### src/hdl/iep_pkg.sv
// package for the interrupt enable and priority block
// assumes a byte-wide register map reached over a 32-bit wishbone slave
package iep_pkg;

	// ----------------------------------------
	// register indices and address width
	// ----------------------------------------
	localparam logic [11:0] IEP_IDX_ENABLE_HI = 12'h0fc1; // group0 enable high
	localparam logic [11:0] IEP_IDX_ENABLE_LO = 12'h0fc2; // group0 enable low
	localparam logic [11:0] IEP_IDX_CONTROL = 12'h0fcf; // interrupt control
	localparam logic [11:0] IEP_IDX_STATUS = 12'h0fd0; // sticky event status
	localparam logic [11:0] IEP_IDX_MASK = 12'h0fd1; // event mask
	localparam int IEP_ADDR_W = 14;

	// ----------------------------------------
	// field positions and reset values
	// ----------------------------------------
	localparam int IEP_CTL_GIE_BIT = 7; // global enable in control register
	localparam int IEP_EVT_ACK_BIT = 0; // request acknowledged by core
	localparam int IEP_EVT_GIE_OFF_BIT = 1; // global enable dropped
	localparam int IEP_EVT_W = 2;
	localparam logic [7:0] IEP_ENABLE_RST = 8'h00;
	localparam logic [1:0] IEP_EVT_RST = 2'h0;

	// ----------------------------------------
	// source bit positions in group 0
	// ----------------------------------------
	// source bit map
	localparam int IEP_SRC_TIMER2 = 7;
	localparam int IEP_SRC_TIMER1 = 6;
	localparam int IEP_SRC_TIMER0 = 5;
	localparam int IEP_SRC_UART0_RX = 4;
	localparam int IEP_SRC_UART0_TX = 3;
	localparam int IEP_SRC_TWOWIRE = 2;
	localparam int IEP_SRC_SPI = 1;
	localparam int IEP_SRC_ADC = 0;

	// ----------------------------------------
	// priority levels
	// ----------------------------------------
	typedef enum logic [1:0] {
		IEP_PRIO_OFF = 2'b00,
		IEP_PRIO_LOW = 2'b01,
		IEP_PRIO_NOM = 2'b10,
		IEP_PRIO_HIGH = 2'b11
	} iep_prio_t;

endpackage

### src/hdl/iep_prio_pick.sv
// priority picker: highest level pending request, higher bit wins ties
// assumes request, enable high and enable low vectors of equal width
`timescale 1ns/1ps
module iep_prio_pick
	import iep_pkg::*;
(
	// vectors in
	input wire logic [7:0] req_i,
	input wire logic [7:0] en_hi_i,
	input wire logic [7:0] en_lo_i,
	// choice out
	output logic found_o,
	output logic [2:0] index_o,
	output iep_prio_t level_o
);

	// ----------------------------------------
	// scan from bit 0 upward, ties go to later bit
	// ----------------------------------------
	always_comb
	begin
		found_o = 1'b0;
		index_o = 3'h0;
		level_o = IEP_PRIO_OFF;
		for (int i = 0; i < 8; i++)
		begin
			if (req_i[i] && ({en_hi_i[i], en_lo_i[i]} != IEP_PRIO_OFF) &&
				({en_hi_i[i], en_lo_i[i]} >= level_o))
			begin
				found_o = 1'b1;
				index_o = 3'(i);
				level_o = iep_prio_t'({en_hi_i[i], en_lo_i[i]});
			end
		end
	end

endmodule

### src/hdl/iep_core.sv
// interrupt enable and group 0 priority controller with wishbone slave
// assumes core instruction strobes and peripheral requests synchronous to clk_i
//
// Summary of operation
// - one global enable bit in control register, gates requests, cleared by reset
// - enable instruction sets the global enable
// - return-from-interrupt instruction sets the global enable
// - writing one to the global enable bit sets it
// - disable instruction clears the global enable
// - core acknowledge of a request clears the global enable
// - writing zero to the global enable bit clears it
// - two enable bits per source give off, low, nominal, high priority
// - encoding applies to each request bit separately, bit x with bit x
// - bits 7..0: timer2, timer1, timer0, uart rx, uart tx, twowire, spi, adc
//
// The Wishbone register port was left to the implementer.
`timescale 1ns/1ps
module iep_core
	import iep_pkg::*;
(
	// clock and reset
	input wire logic clk_i,
	input wire logic rst_i,
	// wishbone slave
	input wire logic wb_cyc_i,
	input wire logic wb_stb_i,
	input wire logic wb_we_i,
	input wire logic [IEP_ADDR_W-1:0] wb_adr_i,
	input wire logic [3:0] wb_sel_i,
	input wire logic [31:0] wb_dat_i,
	output logic [31:0] wb_dat_o,
	output logic wb_ack_o,
	output logic wb_err_o,
	// core side
	input wire logic enable_irq_instr_i,
	input wire logic disable_irq_instr_i,
	input wire logic return_from_irq_instr_i,
	input wire logic irq_ack_i,
	output logic irq_req_o,
	output logic [2:0] irq_index_o,
	output logic [1:0] irq_level_o,
	// peripheral requests, one bit per source
	input wire logic [7:0] request_group0_i,
	// summary interrupt
	output logic irq_o
);

	// ----------------------------------------
	// registers
	// ----------------------------------------
	logic global_irq_enable_q;
	logic global_irq_enable_d;
	logic [7:0] group0_enable_hi_q;
	logic [7:0] group0_enable_lo_q;
	logic [IEP_EVT_W-1:0] evt_status_q;
	logic [IEP_EVT_W-1:0] evt_status_d;
	logic [IEP_EVT_W-1:0] evt_mask_q;
	logic ack_q;
	logic err_q;
	logic [31:0] rdata_q;
	logic req_q;
	logic [2:0] index_q;
	logic [1:0] level_q;

	// ----------------------------------------
	// bus decode
	// ----------------------------------------
	// word address match for one register index
	function automatic logic hit(input logic [IEP_ADDR_W-1:0] adr, input logic [11:0] idx);
		hit = (adr == {idx, 2'b00});
	endfunction

	wire bus_req = wb_cyc_i && wb_stb_i && !ack_q && !err_q;
	wire sel_hi = hit(wb_adr_i, IEP_IDX_ENABLE_HI);
	wire sel_lo = hit(wb_adr_i, IEP_IDX_ENABLE_LO);
	wire sel_ctl = hit(wb_adr_i, IEP_IDX_CONTROL);
	wire sel_st = hit(wb_adr_i, IEP_IDX_STATUS);
	wire sel_mk = hit(wb_adr_i, IEP_IDX_MASK);
	wire mapped = sel_hi || sel_lo || sel_ctl || sel_st || sel_mk;
	wire wr_lane0 = bus_req && mapped && wb_we_i && wb_sel_i[0];
	wire rd_status = bus_req && sel_st && !wb_we_i;

	// read mux, upper bits zero
	wire [7:0] rd_byte = sel_hi ? group0_enable_hi_q :
		sel_lo ? group0_enable_lo_q :
		sel_ctl ? {global_irq_enable_q, 7'h00} :
		sel_st ? {6'h00, evt_status_q} :
		sel_mk ? {6'h00, evt_mask_q} : 8'h00;

	// ----------------------------------------
	// priority pick
	// ----------------------------------------
	logic pick_found;
	logic [2:0] pick_index;
	iep_prio_t pick_level;

	iep_prio_pick u_pick (
		.req_i(request_group0_i),
		.en_hi_i(group0_enable_hi_q),
		.en_lo_i(group0_enable_lo_q),
		.found_o(pick_found),
		.index_o(pick_index),
		.level_o(pick_level)
	);

	// ----------------------------------------
	// global enable next value
	// ----------------------------------------
	wire gie_wr = wr_lane0 && sel_ctl;
	wire gie_set = enable_irq_instr_i || return_from_irq_instr_i ||
		(gie_wr && wb_dat_i[IEP_CTL_GIE_BIT]);
	wire gie_clr = disable_irq_instr_i || (irq_ack_i && req_q) ||
		(gie_wr && !wb_dat_i[IEP_CTL_GIE_BIT]);

	// clear wins so a taken request cannot nest on the same edge
	always_comb
	begin
		global_irq_enable_d = global_irq_enable_q;
		if (gie_set)
			global_irq_enable_d = 1'b1;
		if (gie_clr)
			global_irq_enable_d = 1'b0;
	end

	// ----------------------------------------
	// event status: set wins over read clear
	// ----------------------------------------
	wire [IEP_EVT_W-1:0] evt_set = {global_irq_enable_q && !global_irq_enable_d,
		irq_ack_i && req_q};
	assign evt_status_d = (rd_status ? IEP_EVT_RST : evt_status_q) | evt_set;

	always_ff @(posedge clk_i)
	begin
		if (rst_i)
			global_irq_enable_q <= 1'b0;
		else
			global_irq_enable_q <= global_irq_enable_d;
	end

	always_ff @(posedge clk_i)
	begin
		if (rst_i)
		begin
			group0_enable_hi_q <= IEP_ENABLE_RST;
			group0_enable_lo_q <= IEP_ENABLE_RST;
		end
		else
		begin
			if (wr_lane0 && sel_hi)
				group0_enable_hi_q <= wb_dat_i[7:0];
			if (wr_lane0 && sel_lo)
				group0_enable_lo_q <= wb_dat_i[7:0];
		end
	end

	// status and mask
	always_ff @(posedge clk_i)
	begin
		if (rst_i)
		begin
			evt_status_q <= IEP_EVT_RST;
			evt_mask_q <= IEP_EVT_RST;
		end
		else
		begin
			evt_status_q <= evt_status_d;
			if (wr_lane0 && sel_mk)
				evt_mask_q <= wb_dat_i[IEP_EVT_W-1:0];
		end
	end

	// bus answer one cycle after request, err on unmapped
	always_ff @(posedge clk_i)
	begin
		if (rst_i)
		begin
			ack_q <= 1'b0;
			err_q <= 1'b0;
			rdata_q <= 32'h0000_0000;
		end
		else
		begin
			ack_q <= bus_req && mapped;
			err_q <= bus_req && !mapped;
			rdata_q <= {24'h00_0000, rd_byte};
		end
	end

	always_ff @(posedge clk_i)
	begin
		if (rst_i)
		begin
			req_q <= 1'b0;
			index_q <= 3'h0;
			level_q <= 2'h0;
		end
		else
		begin
			req_q <= global_irq_enable_d && pick_found;
			index_q <= pick_index;
			level_q <= pick_level;
		end
	end

	// ----------------------------------------
	// outputs
	// ----------------------------------------
	assign wb_ack_o = ack_q;
	assign wb_err_o = err_q;
	assign wb_dat_o = rdata_q;
	assign irq_req_o = req_q;
	assign irq_index_o = index_q;
	assign irq_level_o = level_q;
	assign irq_o = |(evt_status_q & evt_mask_q);

	// ----------------------------------------
	// assertions
	// ----------------------------------------
	// global enable sources
	AST_RESET_CLEARS: assert property (@(posedge clk_i) rst_i |=> !global_irq_enable_q)
		else $error("global enable not cleared by reset");
	AST_EI_SETS: assert property (@(posedge clk_i) disable iff (rst_i)
		(enable_irq_instr_i && !gie_clr) |=> global_irq_enable_q)
		else $error("enable instruction did not set global enable");
	AST_RETURN_FROM_IRQ_INSTR_SETS: assert property (@(posedge clk_i) disable iff (rst_i)
		(return_from_irq_instr_i && !gie_clr) |=> global_irq_enable_q)
		else $error("return instruction did not set global enable");
	AST_WR1_SETS: assert property (@(posedge clk_i) disable iff (rst_i)
		(gie_wr && wb_dat_i[IEP_CTL_GIE_BIT] && !disable_irq_instr_i &&
		!(irq_ack_i && req_q)) |=> global_irq_enable_q)
		else $error("write of one did not set global enable");
	AST_DI_CLEARS: assert property (@(posedge clk_i) disable iff (rst_i)
		disable_irq_instr_i |=> !global_irq_enable_q && !irq_req_o)
		else $error("disable instruction did not clear global enable");
	AST_ACK_CLEARS: assert property (@(posedge clk_i) disable iff (rst_i)
		(irq_ack_i && irq_req_o) |=> !global_irq_enable_q ##0 evt_status_q[IEP_EVT_ACK_BIT])
		else $error("acknowledge did not clear global enable");
	AST_WR0_CLEARS: assert property (@(posedge clk_i) disable iff (rst_i)
		(gie_wr && !wb_dat_i[IEP_CTL_GIE_BIT]) |=> !global_irq_enable_q)
		else $error("write of zero did not clear global enable");

	// priority and presentation
	AST_GATED: assert property (@(posedge clk_i) disable iff (rst_i)
		irq_req_o |-> $past(global_irq_enable_d) && $past(pick_found))
		else $error("request presented while gated");
	AST_LEVEL: assert property (@(posedge clk_i) disable iff (rst_i)
		irq_req_o |-> irq_level_o == $past({group0_enable_hi_q[pick_index],
		group0_enable_lo_q[pick_index]}) && irq_level_o != 2'b00)
		else $error("presented level does not match enable bits");
	AST_PER_BIT: assert property (@(posedge clk_i) disable iff (rst_i)
		irq_req_o |-> $past(request_group0_i[pick_index]))
		else $error("presented source was not requesting");

	// register writes and top bit priority
	AST_HI_WRITE: assert property (@(posedge clk_i) disable iff (rst_i)
		(wr_lane0 && sel_hi) |=> group0_enable_hi_q == $past(wb_dat_i[7:0]))
		else $error("enable high write lost");
	AST_LO_WRITE: assert property (@(posedge clk_i) disable iff (rst_i)
		(wr_lane0 && sel_lo) |=> group0_enable_lo_q == $past(wb_dat_i[7:0]))
		else $error("enable low write lost");
	AST_HIGHEST: assert property (@(posedge clk_i) disable iff (rst_i)
		(pick_found && request_group0_i[IEP_SRC_TIMER2] &&
		group0_enable_hi_q[IEP_SRC_TIMER2] && group0_enable_lo_q[IEP_SRC_TIMER2])
		|-> pick_index == 3'(IEP_SRC_TIMER2))
		else $error("top bit at high level did not win");

	// register reset and hold
	AST_HI_RESET: assert property (@(posedge clk_i)
		rst_i |=> group0_enable_hi_q == IEP_ENABLE_RST)
		else $error("enable high not cleared by reset");
	AST_LO_RESET: assert property (@(posedge clk_i)
		rst_i |=> group0_enable_lo_q == IEP_ENABLE_RST)
		else $error("enable low not cleared by reset");
	AST_HI_HOLDS: assert property (@(posedge clk_i) disable iff (rst_i)
		!(wr_lane0 && sel_hi) |=> $stable(group0_enable_hi_q))
		else $error("enable high changed without a write");
	AST_LO_HOLDS: assert property (@(posedge clk_i) disable iff (rst_i)
		!(wr_lane0 && sel_lo) |=> $stable(group0_enable_lo_q))
		else $error("enable low changed without a write");

	// global enable and presentation
	AST_GIE_HOLDS: assert property (@(posedge clk_i) disable iff (rst_i)
		(!gie_set && !gie_clr) |=> $stable(global_irq_enable_q))
		else $error("global enable changed with no source");
	AST_REQ_NEEDS_GIE: assert property (@(posedge clk_i) disable iff (rst_i)
		irq_req_o |-> global_irq_enable_q)
		else $error("request presented with global enable low");
	AST_IDLE_NO_REQ: assert property (@(posedge clk_i) disable iff (rst_i)
		(!global_irq_enable_d || !pick_found) |=> !irq_req_o)
		else $error("request presented while gated or idle");
	AST_FOUND_PRESENTED: assert property (@(posedge clk_i) disable iff (rst_i)
		(global_irq_enable_d && pick_found) |=> irq_req_o && irq_index_o == $past(pick_index))
		else $error("pending enabled request not presented");
	AST_EI_REQ: assert property (@(posedge clk_i) disable iff (rst_i)
		(enable_irq_instr_i && !gie_clr && pick_found) |=> irq_req_o)
		else $error("enable instruction did not present pending request");
	AST_IRQ_OUT: assert property (@(posedge clk_i) disable iff (rst_i)
		(irq_ack_i && irq_req_o && evt_mask_q[IEP_EVT_ACK_BIT] && !(wr_lane0 && sel_mk)) |=> irq_o)
		else $error("unmasked acknowledge event did not raise interrupt");

endmodule

### config.mk
export PLATFORM = sky130hd
export DESIGN_NAME = iep_core
export DESIGN_NICKNAME = d
export VERILOG_FILES = /design/src/hdl/iep_pkg.sv /design/src/hdl/iep_prio_pick.sv /design/src/hdl/iep_core.sv
export SDC_FILE = /design/constraint.sdc
export NUM_CORES = 1
export LEC_CHECK = 0
export BUFFER_PORTS_ARGS = -buffer_cell sky130_fd_sc_hd__buf_2
export CAP_MARGIN = 15
export CORE_MARGIN = 2
export CORE_UTILIZATION = 50
export CTS_CLUSTER_DIAMETER = 80
export DETAILED_ROUTE_END_ITERATION = 10
export PLACE_DENSITY = 0.9
export SYNTH_ARGS = -nofsm -noshare
export SYNTH_HDL_FRONTEND = slang
export SYNTH_SLANG_ARGS = --single-unit
### constraint.sdc
create_clock -name clk_i -period 24.2 [get_ports clk_i]
set_clock_uncertainty 0.05 [all_clocks]
set_input_delay 1.21 -clock clk_i [delete_from_list [all_inputs] [get_ports clk_i]]
set_output_delay 1.21 -clock clk_i [all_outputs]
set_load 0.1 [all_outputs]
* Yosys cells after proc, flatten, opt, wreduce, memory -nomap -nowiden
Index checks and enable logic that the tools add are counted.
** Word-level totals
- Bits in latches :: 0
- Register bits after elaboration :: 61
- RAM bits :: 0
- Memory bits (read-only) :: 0
- Output and inout port bits :: 41
- Memories :: 0
** Cells by class
- Bitwise operators :: 2
- Add/subtract/negate cells :: 0
- Mux-type cells :: 31
- $lt $le $gt $ge :: 8
- Multiply operators :: 0
- Reductions and logical operators :: 57
- Divide/modulo/power cells :: 0
- Equal/unequal tests :: 5
- Shift-type cells :: 0
** Operators with widths (count)
- 14-bit == test (second input constant) :: 5
- 1-bit logical AND :: 34
- 2-bit two-way mux :: 13
- 8-bit two-way mux :: 3
- 2-bit nonzero test :: 8
- 2-bit >= comparator :: 7
- 3-bit two-way mux :: 4
- 1-bit two-way mux :: 11
- 1-bit logical OR :: 8
- 1-bit zero test :: 6
- 2-bit bitwise AND :: 1
- 2-bit by 1-bit >= comparator with 1-bit output (second input constant) :: 1
- 2-bit OR :: 1
- 2-bit OR reduction :: 1

* Longest topological paths before layout
Gate-level depths: netlist (run 1).
- Depth after elaboration :: 26
- Mapped depth :: 41

* By module
From an unflattened synthesis (run 1), not the netlist that was laid out.
** Unflattened totals
- Cells, all modules :: 336
- Area total of the unflattened synthesis :: 2687.6 sq um
** Modules (own cells, without submodules)
- iep_core :: times used 1, area an instance 1926.8 sq um, cells each 222
- iep_prio_pick :: times used 1, area an instance 760.7 sq um, cells each 114

* Worst setup path before layout (run 1)
OpenSTA, ideal clock, no wires.
- Path kind :: input to register
- Start :: input port request_group0_i[0]
- End :: register req_q, in the netlist irq_req_o
- Stages :: 40
- Required time :: 24030 ps
- Slack :: 15201 ps
- Buffers on the path :: 0
- Data arrival time :: 8829 ps
- Setup time :: 120 ps
- Cells stage by stage :: nand2_1 inv_1 ha_1 or3b_4 and3_2 or2_2 ha_1 nor2b_1 nor4_1 a32oi_1 nand2_1 ha_1 nor2b_1 o31ai_4 and2_1 o211ai_2 ha_1 nand2b_1 [4 not listed] nand2b_1 and3_1 o211ai_1 nand4_1 o221a_4 ha_1 nand2b_1 a21o_1 nand2_1 a21oi_1 mux2_2 ha_1 nand2b_1 a21oi_1 nor2b_1 o21a_1 or3_1 o31a_1
** On the way
- Word-level cells in the longest chain between the ends :: 25
** Ends and longest elaborated chain
- from (decl) :: line iep_core.sv:43 : input wire logic [7:0] request_group0_i,
- 1-bit logical AND (*) (2 in a row) :: line iep_prio_pick.sv:27 : if (req_i[i] && ({en_hi_i[i], en_lo_i[i]} != IEP_PRIO_OFF) &&
- 2-bit two-way mux :: line iep_prio_pick.sv:27
- 2-bit >= comparator :: line iep_prio_pick.sv:28 : ({en_hi_i[i], en_lo_i[i]} >= level_o))
- 1-bit logical AND :: line iep_prio_pick.sv:27
- 2-bit two-way mux :: line iep_prio_pick.sv:27
- 2-bit >= comparator :: line iep_prio_pick.sv:28
- 1-bit logical AND :: line iep_prio_pick.sv:27
- 2-bit two-way mux :: line iep_prio_pick.sv:27
- [8 not listed]
- 2-bit two-way mux :: line iep_prio_pick.sv:27
- 2-bit >= comparator :: line iep_prio_pick.sv:28
- 1-bit logical AND :: line iep_prio_pick.sv:27
- 2-bit two-way mux :: line iep_prio_pick.sv:27
- 2-bit >= comparator :: line iep_prio_pick.sv:28
- 1-bit logical AND :: line iep_prio_pick.sv:27
- 1-bit two-way mux (*) :: line iep_prio_pick.sv:27
- 1-bit logical AND (*) :: line iep_core.sv:199 : req_q <= global_irq_enable_d && pick_found;
- to (signal assigned) :: line iep_core.sv:199
- to (decl) :: line iep_core.sv:61 : logic req_q;
Every way passes the cells marked *; elsewhere a longest branch is shown, timed or not.
A chain may end at the register's enable or synchronous reset.

* Final worst setup path (run 1)
Ends and elaborated chain as after synthesis.

==> impl_metrics.env, run 1 <==
export IMPL_status="complete, no violations"
export IMPL_slowest_delay_ns=0.42
export IMPL_synth_yosys_warnings=0
export IMPL_post_cts_buffers=0
export IMPL_synth_edf_count=0
export IMPL_hold_slack_ns=0.433
export IMPL_ant_nets=0
export IMPL_numCtsBuffers=5
export IMPL_num_rows=25
export IMPL_clockRootBuffer="clkbuf_8"
export IMPL_relSlewSlack_pct=57.1
export IMPL_final_max_slew_viol_count=0
export IMPL_max_slew_worst_pin_slew_ns=0.644
export IMPL_layoutNonFillerInstCount=408
export IMPL_cts_resized=0
export IMPL_worstPathArrival_ns=9.84
export IMPL_synth_flop_cell="dfxtp_1"
export IMPL_path_common_cell="ha_1"
export IMPL_diodes=0
export IMPL_path_max_fanout=6
export IMPL_maxCapViolations=0
export IMPL_die_area_mm2=0.00530
export IMPL_ys_seq_area_share_pct=31.3
export IMPL_vias_per_cell=5.64
export IMPL_crit_path_start_kind="input port"
export IMPL_area_growth_pct=12.6
export IMPL_mostFrequentLayoutCells="buf_2 (56), nand2_1 (39), dfxtp_1 (37)"
export IMPL_final_common_cell="buf_2"
export IMPL_syn_inst=300
export IMPL_grt_pass1_wl_um=8710
export IMPL_grt_setup_unrepaired="no"
export IMPL_period_share_pct=40.1
export IMPL_core_mm2=0.00463
export IMPL_cp_end_kind="flip-flop"
export IMPL_ys_types=59
export IMPL_fmax_mhz=103
export IMPL_die_h_um=72.8
export IMPL_antenna_found_initial=0
export IMPL_rr_worst_depth=39
export IMPL_grt_usage_pct=20.8
export IMPL_drive_gt1_share_pct=22.6
export IMPL_htreeDepth=2
export IMPL_drc=0
export IMPL_synth_seq_cells=37
export IMPL_dp_slack_ns=14.31
export IMPL_cts_sinks=37
export IMPL_setup_viol=0
export IMPL_routed_wl_um=5540
export IMPL_grt_max_degree=38
export IMPL_dpl_hpwl_um=4110
export IMPL_worst_slack_ns=14.50
export IMPL_die_width_um=72.8
export IMPL_required_ns=24.33
export IMPL_p_per_area_mw_per_mm2=48.0
export IMPL_syn_area_per_cell_um2=7.89
export IMPL_drt_iter0_drc=163
export IMPL_hold_path_class="reg -> reg"
export IMPL_leakagePower_nw=1.16
export IMPL_hold_buffers=0
export IMPL_finalHoldViolations=0
export IMPL_netlist_area_mm2=0.00237
export IMPL_worst_skew_pair_late_latency_ns=0.29
export IMPL_async_flop_share_pct=0
export IMPL_drt_pass1_iterations=4
export IMPL_gp_congestion=0.833
export IMPL_clkTransAtPathRegs_ns=0.08
export IMPL_wl_per_cell_um=13.6
export IMPL_holdPathStages=2
export IMPL_final_nets=429
export IMPL_num_vias=2300
export IMPL_initial_utilization_pct=51.1
export IMPL_ioPinCount=108
export IMPL_clockBufferDepth=2
export IMPL_grt_pass1_vias=1963
export IMPL_cts_tree="yes"
export IMPL_fin_crit_ns=9.70
export IMPL_port_buffers=56
export IMPL_grt_overflow=0
export IMPL_crit_type="in -> reg"
export IMPL_max_vdd_ir_drop_mv=0.0289
export IMPL_dp_cells=399
export IMPL_fillers=417
export IMPL_fin_setup_tns_ns=0
export IMPL_cp_slowest_cell="or3b_4"
[cell usage after synthesis (7+ instances only)]
| library cell | instances | area share [%] |
|---|---|---|
| nand2_1 | 39 | 6.2 |
| dfxtp_1 | 37 | 31 |
| a21oi_1 | 25 | 5.3 |
| buf_4 | 24 | 7.6 |
| nor2_1 | 24 | 3.8 |
| nand3_1 | 19 | 4.0 |
| inv_1 | 13 | 2.1 |
| a22oi_1 | 9 | 2.9 |
| clkbuf_1 | 9 | 1.4 |
| ha_1 | 9 | 4.8 |
| and3_1 | 7 | 1.8 |
| nand2b_1 | 7 | 1.8 |
[cell type report]
cell class	instances	area, µm²	share of cell area, %
inverter	13	48.8	1.83
multi-input combinational	239	1440	54.0
clock buffer	6	72.6	2.72
tap	54	67.6	2.53
sequential	37	741	27.8
clock inverter	2	10.0	0.375
timing repair buffer	57	288	10.8
[flip-flops by register name (all words and copies together), names as in the netlist, 2 cells and up]
name and flops:
evt_mask_q 2, group0_enable_hi_q 8, wb_dat_o 8, irq_index_o 3, group0_enable_lo_q 8, irq_level_o 2, evt_status_q 2
[metrics by stage]
step                power [W]  instance area, µm²  utilization [%]
floorplan           0.0000850                2450                -
global placement    0.0000864                2580             55.6
detailed placement  0.0000866                2580             55.6
CTS                  0.000128                2660             57.4
global route         0.000131                2670             57.6
finish               0.000128                2670             57.6
[final timing paths]
| check | startpoint | end | slack (ns) |
|---|---|---|---|
| hold / removal | group0_enable_hi_q[5]$_SDFFE_PP0P_ | group0_enable_hi_q[5]$_SDFFE_PP0P_ | 0.43 |
| setup / recovery | request_group0_i[0] | irq_req_o$_SDFF_PP0_ | 14.50 |
| setup reg to reg | group0_enable_hi_q[0]$_SDFFE_PP0P_ | irq_req_o$_SDFF_PP0_ | 15.07 |
| hold reg to reg | group0_enable_hi_q[5]$_SDFFE_PP0P_ | group0_enable_hi_q[5]$_SDFFE_PP0P_ | 0.43 |
[metal layers]
layer  part of all wire [%]  vias up  wire, µm  track usage, %
met1                     42     1069      2330            26.6
met2                     49       93      2730            33.9
li1                       -     1129         -               -
met4                    1.9        0       106            9.26
met5                      0        -         0               0
met3                    6.6        9       366            4.01
[worst max-delay path: cells and delay by family]
family          cells  cell delay, ns
simple gates       19            3.45
compound gates     11            2.49
fa+ha+maj           7            1.88
mux                 2            0.61
buf+inv             2            0.18
[power by group]
| part | switching, W | internal (W) |
|---|---|---|
| clock | 0.0000225 | 0.0000200 |
| sequential | 0.000000164 | 0.0000611 |
| combinational | 0.0000211 | 0.00000319 |
| total | 0.0000437 | 0.0000842 |
[kinds of logic after synthesis]
kind of cell	count (synthesis)	share of synthesized area (%)
AND/OR/NAND/NOR	132	28.8
AO/OA/AOI/OAI	70	21.7
buffers and inverters	47	11.6
flip-flops	37	31.3
adder cells (fa/ha/maj)	9	4.76
multiplexers	4	1.74
other	1	0.158
(Power assumes the default switching activity.)
==> run 2: changes to the inputs <==
Settings changed: CORE_UTILIZATION 50 to 47, PLACE_DENSITY 0.9 to 0.85.
Clock period 24.2 ns to 9.55 ns, I/O delays scaled along.
==> impl_metrics.env, run 2 (synthesis gave the netlist of run 1 again) <==
export IMPL_numCtsBuffers=5
export IMPL_dpl_hpwl_um=4110
export IMPL_fin_crit_ns=8.97
export IMPL_status="complete, no violations"
export IMPL_holdPathStages=3
export IMPL_path_common_cell="ha_1"
export IMPL_multiInputGateArea_mm2=0.00144
export IMPL_final_seq_area_um2=741
export IMPL_layoutNonFillerInstCount=421
export IMPL_grt_usage_pct=20.1
export IMPL_power_frac_clock_pct=39.7
export IMPL_fmax_mhz=112
export IMPL_p_sw_w=0.000112
export IMPL_dp_cells=412
export IMPL_fin_setup_tns_ns=0
export IMPL_post_cts_buffers=0
export IMPL_drive_gt1_share_pct=22.9
export IMPL_worstPathArrival_ns=9.10
export IMPL_slowest_delay_ns=0.41
export IMPL_mostFrequentLayoutCells="buf_2 (56), nand2_1 (39), dfxtp_1 (37)"
export IMPL_worst_slack_ns=0.583
export IMPL_cp_end_kind="flip-flop"
export IMPL_hold_path_class="in -> reg"
export IMPL_leakagePower_nw=1.17
export IMPL_clkTransAtPathRegs_ns=0.08
export IMPL_grt_pass1_wl_um=8870
export IMPL_p_sw_share_pct=31.0
export IMPL_setup_viol=0
export IMPL_drc=0
export IMPL_reg2reg_from="group0_enable_hi_q[0]$_SDFFE_PP0P_"
export IMPL_hold_end="group0_enable_lo_q[5]$_SDFFE_PP0P_"
export IMPL_diodes=0
export IMPL_crit_type="reg -> reg"
export IMPL_vias_per_cell=5.52
export IMPL_cp_top_family="simple AND/OR/NAND/NOR gates"
export IMPL_period_share_pct=93.9
export IMPL_relSlewSlack_pct=56.3
export IMPL_required_ns=9.68
export IMPL_reg2reg_slack_ns=0.58
export IMPL_clockRootBuffer="clkbuf_8"
export IMPL_grt_setup_unrepaired="no"
export IMPL_drt_iter0_drc=155
export IMPL_die_width_um=75.0
export IMPL_hold_slack_ns=0.403
export IMPL_routed_wl_um=5710
export IMPL_rr_endpoint="irq_req_o$_SDFF_PP0_"
export IMPL_ioPinCount=108
export IMPL_finalHoldViolations=0
export IMPL_internal_power_w=0.000248
export IMPL_clockBufferDepth=2
export IMPL_cp_slowest_cell="dfxtp_1"
export IMPL_grt_max_degree=38
export IMPL_grt_pass1_vias=2024
export IMPL_dp_slack_ns=0.393
export IMPL_die_area_mm2=0.00562
export IMPL_die_h_um=75.0
export IMPL_port_buffers=56
export IMPL_max_vdd_ir_drop_mv=0.0686
export IMPL_maxCapViolations=0
export IMPL_worst_skew_pair_late_latency_ns=0.29
export IMPL_seqPwrFrac_pct=43.1
export IMPL_antenna_found_initial=0
export IMPL_max_slew_worst_pin_slew_ns=0.656
export IMPL_num_rows=25
export IMPL_ant_nets=0
export IMPL_final_core_util_pct=56.8
export IMPL_wl_per_cell_um=13.6
export IMPL_final_max_slew_viol_count=0
export IMPL_area_growth_pct=14.9
export IMPL_path_buf_inv=0
export IMPL_path_max_fanout=6
export IMPL_rr_worst_depth=39
export IMPL_core_mm2=0.00479
export IMPL_initial_utilization_pct=49.5
export IMPL_final_common_cell="buf_2"
export IMPL_num_vias=2326
export IMPL_final_nets=429
export IMPL_cts_sinks=37
export IMPL_grt_overflow=0
export IMPL_crit_path_start_kind="flip-flop"
export IMPL_gp_congestion=0.809
export IMPL_hold_buffers=0
export IMPL_p_per_area_mw_per_mm2=132
export IMPL_htreeDepth=2
export IMPL_cts_tree="yes"
export IMPL_drt_pass1_iterations=5
export IMPL_power_frac_comb_pct=17.1
export IMPL_hp_start="wb_dat_i[5]"
export IMPL_fillers=446
[run 2: power groups by stage]
stage,Combinational (W),Sequential (W),Clock (W)
after floorplan,0.0000555,0.000160,0
after global placement,0.0000603,0.000159,0
after detailed placement,0.0000605,0.000159,0
after CTS,0.0000606,0.000155,0.000143
after global routing,0.0000638,0.000155,0.000149
final,0.0000616,0.000155,0.000143
[run 2: worst max-delay path by stage]
stage | from | to | cells after the start
finish | group0_enable_hi_q[0]$_SDFFE_PP0P_ | irq_req_o$_SDFF_PP0_ | 39
global route | group0_enable_hi_q[0]$_SDFFE_PP0P_ | irq_req_o$_SDFF_PP0_ | 39
CTS | group0_enable_hi_q[0]$_SDFFE_PP0P_ | irq_req_o$_SDFF_PP0_ | 39
detailed placement | request_group0_i[0] | irq_req_o$_SDFF_PP0_ | 40
global placement | request_group0_i[0] | irq_req_o$_SDFF_PP0_ | 41
floorplan | request_group0_i[0] | irq_req_o$_SDFF_PP0_ | 40
[run 2: cell type report]
class / count / share of cell area [%]
clock buffers: 7 / 3.17
clock inverters: 1 / 1.10
inverters: 13 / 1.79
multi-input cells: 239 / 53.0
flip-flops and latches: 37 / 27.2
well taps: 67 / 3.08
repair buffers: 57 / 10.6
[run 2: repair_timing]
| action | 4_1_cts | 5_1_grt |
|---|---|---|
| setup endpoints to repair | 0 | 1 |
| endpoints found under the hold margin | 0 | 0 |
| gates resized for setup | 0 | 1 |
[run 2: per-layer routing]
layer  vias to the layer above  global-route usage [%]  part of all wire (%)
li1                       1131                       -                     -
met1                      1079                    25.9                    43
met2                       102                    33.6                    48
met3                        14                    3.35                   7.0
met4                         0                    7.54                   2.2
met5                         -                       0                     0
[run 2: worst register-to-register path: cells and delay by family, from the launching register on]
family	cells	cell delay, ns
simple gates	19	3.57
compound gates	11	2.36
fa+ha+maj	7	1.89
mux	2	0.59
flops	1	0.41
[run 2: per-stage QoR]
| stage | power [W] | area, µm² |
|---|---|---|
| 2_1_floorplan | 0.000215 | 2450 |
| 3_3_place_gp | 0.000219 | 2590 |
| 3_5_place_dp | 0.000219 | 2590 |
| 4_1_cts | 0.000359 | 2710 |
| 5_1_grt | 0.000368 | 2720 |
| 6_report | 0.000360 | 2720 |
==> run 3: changes to the inputs <==
--- a/config.mk
+++ b/config.mk
@@ -8,9 +8,10 @@
 export BUFFER_PORTS_ARGS = -buffer_cell sky130_fd_sc_hd__buf_2
 export CAP_MARGIN = 15
-export CORE_MARGIN = 2
-export CORE_UTILIZATION = 47
+export CELL_PAD_IN_SITES_DETAIL_PLACEMENT = 2
+export CELL_PAD_IN_SITES_GLOBAL_PLACEMENT = 2
+export CORE_UTILIZATION = 25
 export CTS_CLUSTER_DIAMETER = 80
 export DETAILED_ROUTE_END_ITERATION = 10
-export PLACE_DENSITY = 0.85
+export PLACE_DENSITY = 0.84
 export SYNTH_ARGS = -nofsm -noshare
 export SYNTH_HDL_FRONTEND = slang
==> constraint.sdc (replaced) <==
create_clock -name clk_i -period 9.55 [get_ports clk_i]
set_clock_uncertainty 0.05 [all_clocks]
set_input_delay 1.91 -clock clk_i [delete_from_list [all_inputs] [get_ports clk_i]]
set_output_delay 1.91 -clock clk_i [all_outputs]
set_load 0.1 [all_outputs]
==> impl_metrics.env, run 3 (synthesis gave the netlist of run 1 again) <==
export IMPL_final_common_cell="buf_2"
export IMPL_finalHoldViolations=0
export IMPL_fmax_mhz=107
export IMPL_status="complete, no violations"
export IMPL_antenna_found_initial=0
export IMPL_clockRootBuffer="clkbuf_8"
export IMPL_grt_max_degree=38
export IMPL_fin_crit_ns=9.33
export IMPL_period_share_pct=97.7
export IMPL_vias_per_cell=5.04
export IMPL_ant_nets=0
export IMPL_worstPathArrival_ns=9.47
export IMPL_grt_pass1_wl_um=13200
export IMPL_cp_slowest_cell="or3_4"
export IMPL_area_growth_pct=38.9
export IMPL_path_max_fanout=4
export IMPL_final_nets=462
export IMPL_port_buffers=56
export IMPL_die_area_mm2=0.00986
export IMPL_leakagePower_nw=1.41
export IMPL_diodes=0
export IMPL_routed_wl_um=9230
export IMPL_p_per_area_mw_per_mm2=119
export IMPL_crit_path_start_kind="input port"
export IMPL_cp_end_kind="flip-flop"
export IMPL_final_cell_area_mm2=0.00329
export IMPL_hold_path_class="reg -> reg"
export IMPL_maxCapViolations=0
export IMPL_final_core_util_pct=35.8
export IMPL_wl_per_cell_um=18.5
export IMPL_num_rows=35
export IMPL_die_h_um=99.3
export IMPL_setup_viol=0
export IMPL_max_vdd_ir_drop_mv=0.0596
export IMPL_clockBufferDepth=2
export IMPL_final_max_slew_viol_count=0
export IMPL_hold_buffers=0
export IMPL_path_common_cell="ha_4"
export IMPL_ioPinCount=108
export IMPL_cts_sinks=37
export IMPL_max_slew_worst_pin_slew_ns=0.758
export IMPL_grt_usage_pct=16.8
export IMPL_fin_setup_tns_ns=0
export IMPL_numCtsBuffers=5
export IMPL_cts_tree="yes"
export IMPL_post_dp_cell_area_mm2=0.00283
export IMPL_slowest_delay_ns=0.40
export IMPL_die_width_um=99.3
export IMPL_worst_skew_pair_late_latency_ns=0.30
export IMPL_grt_overflow=0
export IMPL_drive_gt1_share_pct=37.2
export IMPL_initial_utilization_pct=25.7
export IMPL_clkTransAtPathRegs_ns=0.09
export IMPL_required_ns=9.69
export IMPL_htreeDepth=2
export IMPL_drt_pass1_iterations=4
export IMPL_gp_congestion=0.782
export IMPL_num_vias=2509
export IMPL_drc=0
export IMPL_grt_pass1_vias=2609
export IMPL_drt_iter0_drc=74
export IMPL_core_mm2=0.00920
export IMPL_mostFrequentLayoutCells="buf_2 (55), nand2_1 (37), dfxtp_1 (37)"
export IMPL_crit_type="in -> reg"
export IMPL_reg2reg_slack_ns=1.37
export IMPL_relSlewSlack_pct=49.4
export IMPL_dpl_hpwl_um=6070
## run 3: cell count changes in the layout (fill, tap and decap cells not counted), sizes merged
cell / previous run / this run
buf: 57 / 90
bufinv: 1 / 2
clkbuf: 7 / 5
inv: 13 / 14
## run 3: worst max-delay path, delay by kind of cell
| kind | cells | cell delay, ns |
|---|---|---|
| AO/OA/AOI/OAI | 11 | 2.05 |
| adder cells (fa/ha/maj) | 7 | 1.81 |
| buffers and inverters | 2 | 0.14 |
| multiplexers | 2 | 0.56 |
| AND/OR/NAND/NOR | 20 | 2.99 |
## run 3: path summary, 6_finish.rpt
| kind | start | endpoint | cells past startpoint |
|---|---|---|---|
| worst max-delay path | request_group0_i[0] | irq_req_o$_SDFF_PP0_ | 42 |
| worst min-delay path | group0_enable_hi_q[5]$_SDFFE_PP0P_ | group0_enable_hi_q[5]$_SDFFE_PP0P_ | 2 |
| worst max register to register | group0_enable_lo_q[1]$_SDFFE_PP0P_ | irq_req_o$_SDFF_PP0_ | 40 |
| worst min register to register | group0_enable_hi_q[5]$_SDFFE_PP0P_ | group0_enable_hi_q[5]$_SDFFE_PP0P_ | 2 |
## run 3: area by class of cell
cell class              count  area, µm²
fillers                  1066       5910
repair buffers             90        542
clock buffers               5       68.8
clock inverters             3       68.8
multi-input cells         239       1680
flip-flops and latches     37        741
well taps                 111        139
inverters                  13       51.3
## run 3: report_power, final
part	total (W)	switching (W)	internal [W]
Sequential	0.000155	0.000000483	0.000155
Combinational	0.0000644	0.0000554	0.00000895
Clock	0.000172	0.0000672	0.000105
## run 3: metal layers
metal | vias to the layer above | wire length, µm | GRT usage [%] | share of wire, %
met5 | - | 0 | 0 | 0
met3 | 12 | 307 | 1.69 | 3.3
met2 | 67 | 4770 | 32.4 | 52
li1 | 1192 | - | - | -
met1 | 1238 | 3980 | 19.9 | 43
met4 | 0 | 173 | 3.51 | 1.9
## run 3: repair_timing
item / in CTS / in global routing
setup endpoints to repair: 6 / 6
endpoints found under the hold margin: 0 / 0
gates resized for setup: 19 / 22
pin swaps: 10 / 21
setup buffers: 6 / 5
## run 3: through the flow
stage | total power, W | setup WS, ns | hold WS [ns] | std cells
floorplan | 0.000215 | 0.0247 | 0.395 | 323
global placement | 0.000221 | -0.311 | 0.420 | 479
detailed placement | 0.000222 | -0.695 | 0.430 | 479
CTS | 0.000392 | 0.0213 | 0.449 | 493
global route | 0.000405 | -0.0648 | 0.479 | 498
finish | 0.000392 | 0.224 | 0.463 | 498
